### src/hw/can_filter_pkg.sv
// Constants, field layout and carrier types of the CAN acceptance filter
// and FIFO pointer block.
// Assumes a 32-bit register port with byte addresses and one clock.
//
// Contract
// - Each filter has a one-bit enable; set takes part in acceptance.
// - A two-bit mask selector picks acceptance mask 0 to 3 by its code.
// - A five-bit FIFO selector names the FIFO, 0 to 31, for matches.
// - Filter 5 sits in bits 15, 14-13, 12-8 and filter 4 in 7, 6-5, 4-0.
// - Mask and FIFO selector writes land only while the enable is zero.
// - A transmit FIFO's user address is the head, where software writes.
// - A receive FIFO's user address is the tail, where software reads.
// - The two low bits of the user address always read as zero.
// - The message index is five read-only bits, reset zero, upper zero.
// - A transmit FIFO's index names the message to be sent next.
// - A receive FIFO's index names the slot for the next reception.

`default_nettype none

package can_filter_pkg;

    // ==========================================================
    // Register offsets (byte addresses)
    localparam int          ADDR_W          = 10;
    localparam int          DATA_W          = 32;
    localparam logic [9:0]  OFS_CONTROL     = 10'h000;
    localparam logic [9:0]  OFS_FLTCON1     = 10'h004;
    localparam logic [9:0]  OFS_DIRECTION   = 10'h008;
    localparam logic [9:0]  OFS_MSG_BASE    = 10'h00C;
    localparam logic [9:0]  OFS_MASK0       = 10'h010;
    localparam logic [9:0]  OFS_MASK1       = 10'h014;
    localparam logic [9:0]  OFS_MASK2       = 10'h018;
    localparam logic [9:0]  OFS_MASK3       = 10'h01C;
    localparam logic [9:0]  OFS_FILTER4_ID  = 10'h020;
    localparam logic [9:0]  OFS_FILTER5_ID  = 10'h024;
    localparam logic [9:0]  OFS_ADVANCE     = 10'h028;
    localparam logic [2:0]  UA_REGION       = 3'h2;
    localparam logic [2:0]  CI_REGION       = 3'h3;

    // ==========================================================
    // Field positions
    localparam int          CTRL_CFG_BIT    = 0;
    localparam int          F5_EN_BIT       = 15;
    localparam int          F5_MSEL_LSB     = 13;
    localparam int          F5_FSEL_LSB     = 8;
    localparam int          F4_EN_BIT       = 7;
    localparam int          F4_MSEL_LSB     = 5;
    localparam int          F4_FSEL_LSB     = 0;

    // ==========================================================
    // Reset values and sizes
    localparam logic [31:0] CONTROL_RST     = 32'h0000_0001;
    localparam logic [31:0] ZERO_RST        = 32'h0000_0000;
    localparam logic [4:0]  INDEX_RST       = 5'h00;
    localparam logic [31:0] ALIGN_MASK      = 32'hFFFF_FFFC;
    localparam int          NUM_FIFO        = 32;
    localparam int          NUM_MASK        = 4;
    localparam int          ID_W            = 29;

    // ==========================================================
    // Carriers
    typedef struct packed {
        logic            valid;
        logic [ID_W-1:0] id;
    } rx_frame_t;

    typedef struct packed {
        logic       valid;
        logic [4:0] fifo;
    } tx_done_t;

    typedef struct packed {
        logic        valid;
        logic [4:0]  fifo;
        logic [31:0] addr;
    } store_req_t;

    typedef struct packed {
        logic       en;
        logic [1:0] msel;
        logic [4:0] fsel;
    } filter_ctl_t;

endpackage

`default_nettype wire

### src/hw/can_filter_fifo.sv
// Acceptance filters 4 and 5 with their FIFO routing, plus the user
// address and message index pointers of all 32 FIFOs.
// Assumes the frame and transmit-done carriers come from logic on
// ref_clk, and software uses the plain register port on the same clock.

`timescale 1ns/10ps
`default_nettype none

module can_filter_fifo
    import can_filter_pkg::*;
(
    input  wire logic              ref_clk,
    input  wire logic              resetn,
    input  wire logic [ADDR_W-1:0] reg_addr,
    input  wire logic [DATA_W-1:0] reg_wdata,
    input  wire logic              reg_wr,
    input  wire logic              reg_rd,
    output logic      [DATA_W-1:0] reg_rdata,
    input  wire rx_frame_t         rx_frame,
    input  wire tx_done_t          tx_done,
    output store_req_t             store_req,
    output logic                   config_mode
);

    // ==========================================================
    // Register state
    logic                config_r;
    logic                config_nxt;
    filter_ctl_t         flt4_r;
    filter_ctl_t         flt4_nxt;
    filter_ctl_t         flt5_r;
    filter_ctl_t         flt5_nxt;
    logic [NUM_FIFO-1:0] tx_dir_r;
    logic [NUM_FIFO-1:0] tx_dir_nxt;
    logic [31:0]         msg_base_r;
    logic [31:0]         msg_base_nxt;
    logic [ID_W-1:0]     mask_r     [NUM_MASK];
    logic [ID_W-1:0]     mask_nxt   [NUM_MASK];
    logic [ID_W-1:0]     flt4_id_r;
    logic [ID_W-1:0]     flt4_id_nxt;
    logic [ID_W-1:0]     flt5_id_r;
    logic [ID_W-1:0]     flt5_id_nxt;

    // Software-side and bus-side slot index of each FIFO
    logic [4:0]          user_idx_r [NUM_FIFO];
    logic [4:0]          user_idx_nxt [NUM_FIFO];
    logic [4:0]          can_idx_r  [NUM_FIFO];
    logic [4:0]          can_idx_nxt [NUM_FIFO];

    logic [DATA_W-1:0]   rdata_r;
    logic [DATA_W-1:0]   rdata_nxt;
    store_req_t          store_r;
    store_req_t          store_nxt;

    // ==========================================================
    // Helpers
    function automatic logic [31:0] slot_addr(
        input logic [31:0] base,
        input logic [4:0]  fifo,
        input logic [4:0]  idx
    );
        logic [31:0] offs;
        offs = {18'h0, fifo, idx, 4'h0};
        // Low bits forced clear so reported addresses stay aligned
        return (base + offs) & ALIGN_MASK;
    endfunction

    // ==========================================================
    // Acceptance
    logic [ID_W-1:0] sel_mask4;
    logic [ID_W-1:0] sel_mask5;
    logic            hit4;
    logic            hit5;
    logic            accept;
    logic [4:0]      dest_fifo;

    always_comb begin
        sel_mask4 = mask_r[flt4_r.msel];
        sel_mask5 = mask_r[flt5_r.msel];
    end

    can_filter_match i_can_filter_match4 (
        .ctl (flt4_r),
        .fid (flt4_id_r),
        .mask(sel_mask4),
        .id  (rx_frame.id),
        .hit (hit4)
    );

    can_filter_match i_can_filter_match5 (
        .ctl (flt5_r),
        .fid (flt5_id_r),
        .mask(sel_mask5),
        .id  (rx_frame.id),
        .hit (hit5)
    );

    always_comb begin
        // Lower filter number wins when both match
        dest_fifo = hit4 ? flt4_r.fsel : flt5_r.fsel;
        // Frames are dropped in Configuration mode and when the chosen
        // FIFO is set up to transmit
        accept = rx_frame.valid && !config_r && (hit4 || hit5)
                 && !tx_dir_r[dest_fifo];
    end

    // ==========================================================
    // Register writes
    always_comb begin
        config_nxt   = config_r;
        flt4_nxt     = flt4_r;
        flt5_nxt     = flt5_r;
        tx_dir_nxt   = tx_dir_r;
        msg_base_nxt = msg_base_r;
        flt4_id_nxt  = flt4_id_r;
        flt5_id_nxt  = flt5_id_r;
        for (int m = 0; m < NUM_MASK; m++) begin
            mask_nxt[m] = mask_r[m];
        end
        if (reg_wr) begin
            case (reg_addr)
                OFS_CONTROL: begin
                    config_nxt = reg_wdata[CTRL_CFG_BIT];
                end
                OFS_FLTCON1: begin
                    flt5_nxt.en = reg_wdata[F5_EN_BIT];
                    flt4_nxt.en = reg_wdata[F4_EN_BIT];
                    if (!flt5_r.en) begin
                        flt5_nxt.msel =
                            reg_wdata[F5_MSEL_LSB +: 2];
                        flt5_nxt.fsel =
                            reg_wdata[F5_FSEL_LSB +: 5];
                    end
                    if (!flt4_r.en) begin
                        flt4_nxt.msel =
                            reg_wdata[F4_MSEL_LSB +: 2];
                        flt4_nxt.fsel =
                            reg_wdata[F4_FSEL_LSB +: 5];
                    end
                end
                OFS_DIRECTION: begin
                    tx_dir_nxt = reg_wdata;
                end
                OFS_MSG_BASE: begin
                    msg_base_nxt = reg_wdata & ALIGN_MASK;
                end
                OFS_MASK0: begin
                    mask_nxt[0] = reg_wdata[ID_W-1:0];
                end
                OFS_MASK1: begin
                    mask_nxt[1] = reg_wdata[ID_W-1:0];
                end
                OFS_MASK2: begin
                    mask_nxt[2] = reg_wdata[ID_W-1:0];
                end
                OFS_MASK3: begin
                    mask_nxt[3] = reg_wdata[ID_W-1:0];
                end
                OFS_FILTER4_ID: begin
                    flt4_id_nxt = reg_wdata[ID_W-1:0];
                end
                OFS_FILTER5_ID: begin
                    flt5_id_nxt = reg_wdata[ID_W-1:0];
                end
                default: begin
                end
            endcase
        end
    end

    always_ff @(posedge ref_clk or negedge resetn) begin
        if (!resetn) begin
            config_r   <= CONTROL_RST[CTRL_CFG_BIT];
            flt4_r     <= '0;
            flt5_r     <= '0;
            tx_dir_r   <= ZERO_RST;
            msg_base_r <= ZERO_RST;
            flt4_id_r  <= '0;
            flt5_id_r  <= '0;
            for (int m = 0; m < NUM_MASK; m++) begin
                mask_r[m] <= '0;
            end
        end else begin
            config_r   <= config_nxt;
            flt4_r     <= flt4_nxt;
            flt5_r     <= flt5_nxt;
            tx_dir_r   <= tx_dir_nxt;
            msg_base_r <= msg_base_nxt;
            flt4_id_r  <= flt4_id_nxt;
            flt5_id_r  <= flt5_id_nxt;
            for (int m = 0; m < NUM_MASK; m++) begin
                mask_r[m] <= mask_nxt[m];
            end
        end
    end

    // ==========================================================
    // FIFO pointers
    // Software advances its side by writing a FIFO number; the bus side
    // moves on a stored frame or a finished transmission. Each array has
    // one mover per FIFO direction, so no event can be lost to another.
    always_comb begin
        for (int n = 0; n < NUM_FIFO; n++) begin
            user_idx_nxt[n] = user_idx_r[n];
            can_idx_nxt[n]  = can_idx_r[n];
        end
        store_nxt = '0;
        if (config_r) begin
            // Pointers restart while the module is being configured
            for (int n = 0; n < NUM_FIFO; n++) begin
                user_idx_nxt[n] = INDEX_RST;
                can_idx_nxt[n]  = INDEX_RST;
            end
        end else begin
            if (reg_wr && reg_addr == OFS_ADVANCE) begin
                // Head moves for transmit, tail for receive
                user_idx_nxt[reg_wdata[4:0]] =
                    user_idx_r[reg_wdata[4:0]] + 5'h01;
            end
            if (accept) begin
                store_nxt.valid = 1'b1;
                store_nxt.fifo  = dest_fifo;
                store_nxt.addr  = slot_addr(msg_base_r, dest_fifo,
                                            can_idx_r[dest_fifo]);
                can_idx_nxt[dest_fifo] =
                    can_idx_r[dest_fifo] + 5'h01;
            end
            if (tx_done.valid && tx_dir_r[tx_done.fifo]) begin
                can_idx_nxt[tx_done.fifo] =
                    can_idx_r[tx_done.fifo] + 5'h01;
            end
        end
    end

    always_ff @(posedge ref_clk or negedge resetn) begin
        if (!resetn) begin
            for (int n = 0; n < NUM_FIFO; n++) begin
                user_idx_r[n] <= INDEX_RST;
                can_idx_r[n]  <= INDEX_RST;
            end
            store_r <= '0;
        end else begin
            for (int n = 0; n < NUM_FIFO; n++) begin
                user_idx_r[n] <= user_idx_nxt[n];
                can_idx_r[n]  <= can_idx_nxt[n];
            end
            store_r <= store_nxt;
        end
    end

    // ==========================================================
    // Register reads
    // The user address is computed from live pointers; in Configuration
    // mode they are being cleared, so the value there is not meaningful.
    always_comb begin
        rdata_nxt = '0;
        if (reg_rd) begin
            if (reg_addr[9:7] == UA_REGION) begin
                rdata_nxt = slot_addr(msg_base_r, reg_addr[6:2],
                    user_idx_r[reg_addr[6:2]]);
            end else if (reg_addr[9:7] == CI_REGION) begin
                rdata_nxt = {27'h0, can_idx_r[reg_addr[6:2]]};
            end else begin
                case (reg_addr)
                    OFS_CONTROL: begin
                        rdata_nxt[CTRL_CFG_BIT] = config_r;
                    end
                    OFS_FLTCON1: begin
                        rdata_nxt[F5_EN_BIT]        = flt5_r.en;
                        rdata_nxt[F5_MSEL_LSB +: 2] = flt5_r.msel;
                        rdata_nxt[F5_FSEL_LSB +: 5] = flt5_r.fsel;
                        rdata_nxt[F4_EN_BIT]        = flt4_r.en;
                        rdata_nxt[F4_MSEL_LSB +: 2] = flt4_r.msel;
                        rdata_nxt[F4_FSEL_LSB +: 5] = flt4_r.fsel;
                    end
                    OFS_DIRECTION: begin
                        rdata_nxt = tx_dir_r;
                    end
                    OFS_MSG_BASE: begin
                        rdata_nxt = msg_base_r;
                    end
                    OFS_MASK0: begin
                        rdata_nxt[ID_W-1:0] = mask_r[0];
                    end
                    OFS_MASK1: begin
                        rdata_nxt[ID_W-1:0] = mask_r[1];
                    end
                    OFS_MASK2: begin
                        rdata_nxt[ID_W-1:0] = mask_r[2];
                    end
                    OFS_MASK3: begin
                        rdata_nxt[ID_W-1:0] = mask_r[3];
                    end
                    OFS_FILTER4_ID: begin
                        rdata_nxt[ID_W-1:0] = flt4_id_r;
                    end
                    OFS_FILTER5_ID: begin
                        rdata_nxt[ID_W-1:0] = flt5_id_r;
                    end
                    default: begin
                        rdata_nxt = '0;
                    end
                endcase
            end
        end
    end

    always_ff @(posedge ref_clk or negedge resetn) begin
        if (!resetn) begin
            rdata_r <= ZERO_RST;
        end else begin
            rdata_r <= rdata_nxt;
        end
    end

    assign reg_rdata   = rdata_r;
    assign store_req   = store_r;
    assign config_mode = config_r;

endmodule

// ==========================================================
// One acceptance filter. A set mask bit means that id bit must equal
// the filter's own bit; a cleared enable never matches, whatever the id.
module can_filter_match
    import can_filter_pkg::*;
#(
    parameter int WID = ID_W
)
(
    input  wire filter_ctl_t    ctl,
    input  wire logic [WID-1:0] fid,
    input  wire logic [WID-1:0] mask,
    input  wire logic [WID-1:0] id,
    output logic                hit
);

    logic [WID-1:0] diff;

    always_comb begin
        diff = (id ^ fid) & mask;
        hit  = ctl.en && (diff == '0);
    end

endmodule

`default_nettype wire

### config.mk
export PLATFORM = sky130hd
export DESIGN_NAME = can_filter_fifo
export DESIGN_NICKNAME = d
export VERILOG_FILES = /design/src/hw/can_filter_pkg.sv /design/src/hw/can_filter_fifo.sv
export SDC_FILE = /design/constraint.sdc
export NUM_CORES = 2
export LEC_CHECK = 0
export BUFFER_PORTS_ARGS = -buffer_cell sky130_fd_sc_hd__buf_4
export CAP_MARGIN = 15
export CORE_MARGIN = 5
export CORE_UTILIZATION = 51
export CTS_BUF_LIST = sky130_fd_sc_hd__clkbuf_4 sky130_fd_sc_hd__clkbuf_8
export DETAILED_ROUTE_END_ITERATION = 16
export MAX_ROUTING_LAYER = met4
export PLACE_DENSITY = 0.68
export SLEW_MARGIN = 10
export SYNTH_ARGS = -nofsm -noshare
export SYNTH_HDL_FRONTEND = slang
export SYNTH_SLANG_ARGS = --single-unit
### constraint.sdc
create_clock -name ref_clk -period 12.85 [get_ports ref_clk]
set_input_delay 0.6425 -clock ref_clk [delete_from_list [all_inputs] [get_ports ref_clk]]
set_output_delay 0.6425 -clock ref_clk [all_outputs]
set_load 0.05 [all_outputs]
After elaboration in Yosys (flattened, before gate mapping)
Cells that the tools add are included.
W data, S select, Z words.
{"block": "classes", "add_sub_neg": 5, "n_bitwise": 12, "n_eq_ne": 12, "multipliers": 0, "order_cmp": 11, "n_div": 0, "muxes": 50, "shift": 0, "reduce_logical": 29}
{"operator": "$mux W160", "count": 6}
{"operator": "$bwmux W160", "count": 3}
{"operator": "$pmux W15 S9", "count": 1}
{"operator": "$bmux W5 S5", "count": 5}
{"operator": "$bmux W29 S2", "count": 2}
{"operator": "$mux W29", "count": 4}
{"operator": "$pmux W13 S8", "count": 1}
{"operator": "$mux W32", "count": 3}
{"operator": "$mux W38", "count": 2}
{"operator": "$demux W5 S5", "count": 3}
{"operator": "$mux W5", "count": 14}
{"operator": "$add A32 B14 Y32", "count": 2}
{"operator": "$and A29 B29 Y29", "count": 2}
{"operator": "$logic_not A29 Y1", "count": 2}
{"operator": "$xor A29 B29 Y29", "count": 2}
{"operator": "$eq A10 B5 Y1 const B", "count": 4}
{"operator": "$eq A10 B6 Y1 const B", "count": 3}
{"operator": "$ge A6 B6 Y1 const B", "count": 4}
{"operator": "$not A5 Y6", "count": 4}
{"operator": "$eq A10 B4 Y1 const B", "count": 2}
{"operator": "$reduce_and A2 Y1", "count": 10}
{"operator": "$lt A6 B1 Y1 const B", "count": 3}
{"operator": "$add A5 B1 Y5 const B", "count": 3}
{"operator": "$lt A5 B6 Y1 const B", "count": 2}
{"operator": "other kinds (15)", "count": 32}
{"block": "totals", "latch_bits": 0, "reg_bits": 643, "romBits": 0, "inputBits": 82, "mem_count": 0, "ramBits": 0}

Depth between registers and ports, before layout
{"block": "logic_depth", "depth_word": 19, "ltp_mapped": 27, "mapped_depth_nobuf": 25}

Cells and area by module
Synthesis repeated with hierarchy kept, for this count alone.
{"block": "unflattened", "cells_unflattened": 3641, "hier_area_um2": 39882.0}
{"mod": "can_filter_fifo", "cells_each": 3545, "area_each_um2": 39038.7, "n_inst": 1, "seq_area_each_um2": 16041.6}
{"mod": "can_filter_match", "cells_each": 48, "area_each_um2": 421.7, "n_inst": 2, "seq_area_each_um2": 0.0}

Worst setup path before layout
No wires, ideal clock.
{"block": "synth_path", "path_type": "reg2reg", "startpoint": "register flt4_r[5] in the netlist's numbering", "endpoint": "register store_r (netlist bit store_req[22])", "required_ns": 12.729, "setup_slack_ns": 6.849, "synth_period_minus_slack_ns": 6.001, "t_arrival_ns": 5.880, "path_stages_with_launch": 27, "path_cell_list": "dfrtp_1 -> buf_2 -> mux4_2 -> a22oi_1 -> nand4_2 -> nor4_4 -> buf_4 -> mux2i_1 -> nand2_1 -> a211oi_1 -> a2111oi_2 -> nand4_2 -> inv_2 -> ha_1 -> fa_1 -> a21o_1 -> a21oi_1 -> o21bai_1 -> a21oi_1 -> o21bai_1 -> a21oi_1 -> o21bai_1 -> a21o_1 -> or3b_1 -> nor2_1 -> xnor2_1 -> nor2_1"}
{"item": "from (decl)", "line_no": "can_filter_fifo.sv:29", "rtl": "filter_ctl_t flt4_r;"}
{"item": "from (signal assigned)", "line_no": "can_filter_fifo.sv:185", "rtl": "flt4_r <= flt4_nxt;"}
{"item": "to (signal assigned)", "line_no": "can_filter_fifo.sv:247", "rtl": "store_r <= store_nxt;"}
{"item": "to (decl)", "line_no": "can_filter_fifo.sv:52", "rtl": "store_req_t store_r;"}

==> impl_metrics.py <==
metrics = {
    "critical_path": {
        "worstSetupStartpoint": "flt4_r[5]",
        "rrSetupSlack_ns": 4.33,
        "cpPeakStageDelay_ns": 0.62,
        "rr_worst_depth": 27,
        "critical_path_class": "register to register",
        "cp_slowest_cell": "clkinv_2",
        "startpoint_type": "register",
        "endpoint": "store_req[28]",
        "arrival_ns": 9.21,
        "crit_required_ns": 13.54,
        "r2r_end": "store_req[28]",
        "r2r-start": "flt4_r[5]",
        "cp_common_cell": "a21oi_1",
        "path_max_fanout": 47,
        "crit_path_end_kind": "register",
    },
    "cells_and_area": {
        "drive_gt1_frac": 0.287,
        "most-common-layout-cells": "dfrtp_1 (638), nor2_1 (333), nand2_1 (320), mux2_2 (310), mux4_2 (251)",
        "layout.nets": 3669,
        "fill_cells": 6344,
        "area.growth.synth_to_final_pct": 11.1,
        "stdcell_area_um2": 43200,
        "layout_commonest_cell": "dfrtp_1",
    },
    "global_route": {
        "grt_pass1_wl_um": 209000,
        "overflow": 0,
        "first_global_vias": 31488,
        "gr-usage-all-layers": 0.347,
        "grt_max_degree": 176,
        "antenna_found_initial": 6,
    },
    "synthesis": {
        "syn_avg_cell_area_um2": 11.0,
        "ys_seq_area_frac": 0.413,
        "synth.largest_area_cell": "dfrtp_1",
        "syn_area_um2": 38800,
        "yosys_warnings": 0,
        "synth-edff-count": 0,
        "synth_cells": 3521,
        "async_reset_ff_frac": 1.00,
        "ys_ff_latch": 641,
        "ys.flop_type": "dfrtp_1",
        "yosys-top-cells-area": "dfrtp_1 (41%), mux4_2 (15%), mux2_2 (9.0%), mux2i_1 (4.9%), nor2_1 (3.3%)",
        "synth_cell_types": 81,
        "yosysTopAreaCellShare": 0.412,
    },
    "sta": {
        "min_period_over_period": 0.663,
        "finalSetupTns_ns": 0,
        "max_slew_margin": 0.173,
        "period_needed_ns": 8.52,
        "rsz0062_at_grt": "no",
        "fin_skew_ns": 0.0591,
        "max_freq_mhz": 117,
        "drv_slew": 0,
        "worst_slew_pin_slew_ns": 1.24,
        "finalSetupViolCount": 0,
        "holdWs_ns": -0.00491,
        "finalHoldViolations": 1,
    },
    "detailed_routing": {
        "vias": 32435,
        "drtIter0Drc": 4773,
        "drt-total-wl_um": 141000,
        "via_per_inst": 7.00,
        "final_antenna_net_count": 0,
        "dr.pass1.iters": 8,
        "avgRoutedWirePerCell_um": 30.4,
        "drc": 0,
    },
    "pwr": {
        "ir_drop_mv": 0.104,
        "power_density_nw_per_um2": 106,
        "p_leak_nw": 19.8,
    },
    "place": {
        "portBuffers": 150,
        "globalplace.congestion": 1.03,
        "dpl.hpwl_um": 94700,
        "place_area_um2": 40700,
    },
    "clock_tree": {
        "clk_path_buf_depth": 3,
        "htree_levels": 3,
        "clkSlewWorstSetupHoldPaths_ns": 0.07,
        "ctsRootBufferMaster": "clkbuf_8",
        "cts_tree": "built",
        "cts_setup_buffers": 0,
        "clock_latency_ns": 0.77,
        "clock_sinks": 641,
        "numCtsBuffers": 111,
        "cts_resized": 0,
        "postCtsHoldBufs": 0,
    },
    "status": {
        "status": "complete, but fails checks",
        "violations": "negative hold slack",
    },
    "job": {
        "max-cap-violations": 0,
    },
    "floorplanning": {
        "core_area_um2": 75700,
        "die_x_um": 286,
        "ios": 153,
        "initial_core_util": 0.513,
        "rows": 101,
        "die_h_um": 286,
        "dieArea_um2": 81800,
    },
    "hold_path": {
        "min_path_type": "input port to asynchronous set/reset pin",
    },
}
[cell type report]
type,instances,area (µm²),share of cell area
inverters,40,151,0.00351
multi-input cells,2551,21600,0.500
diodes,3,7.51,0.000174
well taps,978,1220,0.0284
flip-flops and latches,641,16000,0.372
repair buffers,217,1680,0.0389
clock buffers,182,2250,0.0521
clock inverters,23,226,0.00525
[routing by layer]
layer / up-vias / part of all wire / track usage
met5: - / 0 / -
met4: 0 / 0.061 / 0.168
met3: 473 / 0.13 / 0.0928
met2: 2346 / 0.43 / 0.490
met1: 16238 / 0.38 / 0.467
li1: 13378 / - / -
[critical path, delay by kind of cell (launching register included)]
family          cells  cell delay [ns]
simple gates        4             1.41
flops               1             0.34
buf+inv             5             2.25
compound gates     14             2.97
mux                 2             0.90
fa+ha+maj           2             0.50
[flip-flops by register name (all words and copies together), names as in the netlist, 30 cells and up]
name,flops
mask_r,116
msg_base_r,30
store_req,36
can_idx_r,160
reg_rdata,32
tx_dir_r,32
user_idx_r,160
[cell usage after synthesis, types with 8 or more instances]
master     count
clkbuf_1     219
mux2_2       310
nor2b_1       11
buf_4         13
o21bai_1      12
a221oi_1      33
nor3_1        43
a222oi_1      13
a22oi_1       85
buf_1         33
nand2b_1      37
xor2_1        81
and2_1        13
and3_1        14
a211oi_1      37
o22ai_1      106
nand2_1      320
nand3_1      104
mux4_2       251
mux2i_1      190
nor2_1       341
a32oi_1        8
a21oi_1      168
or3_1         13
nand4_1       22
buf_2         20
xnor2_1       28
o21ai_1       10
dfrtp_1      640
o221ai_1      17
o211ai_1      13
o21ai_0       35
a22o_1        26
a31oi_1       60
or2_2         10
ha_1          23
nor4_1        12
inv_1         36
o2111ai_1      9
[worst min-delay path by stage]
stage	endpoint	slack, ns
floorplan	can_idx_r[0]	0.35
global placement	flt4_r[6]	0.51
detailed placement	user_idx_r[9]	0.53
CTS	user_idx_r[132]	0.01
global route	user_idx_r[132]	0.07
finish	user_idx_r[132]	-0.005
[cells by family (layout without fill, tap and decap cells)]
family                     count (synthesis)  after routing  share of synthesized area
and+or+nand+nor                          984            984                      0.115
muxes                                    751            751                      0.284
DFF                                      641            641                      0.413
other                                      1              5                  0.0000966
buffers and inverters                    330            462                     0.0346
AOI/OAI and AO/OA                        678            678                      0.119
adders and majority gates                 25             25                    0.00844
xor gates and xnor gates                 111            111                     0.0254
[through the flow]
stage | power, mW | instances | util | setup slack, ns
after floorplan | 2.32 | 3522 | - | 6.85
after global placement | 2.52 | 4425 | 0.537 | 4.79
after detailed placement | 2.52 | 4426 | 0.537 | 4.52
after CTS | 4.57 | 4631 | 0.570 | 4.47
after global routing | 4.69 | 4634 | 0.570 | 3.78
final | 4.56 | 4635 | 0.570 | 4.33
[where the power goes]
part	internal [mW]	switching, mW
clock network	1.14	0.924
logic	0.122	0.313
registers	2.04	0.0272
total	3.30	1.26
No activity file was read; power rests on OpenSTA's default activity.
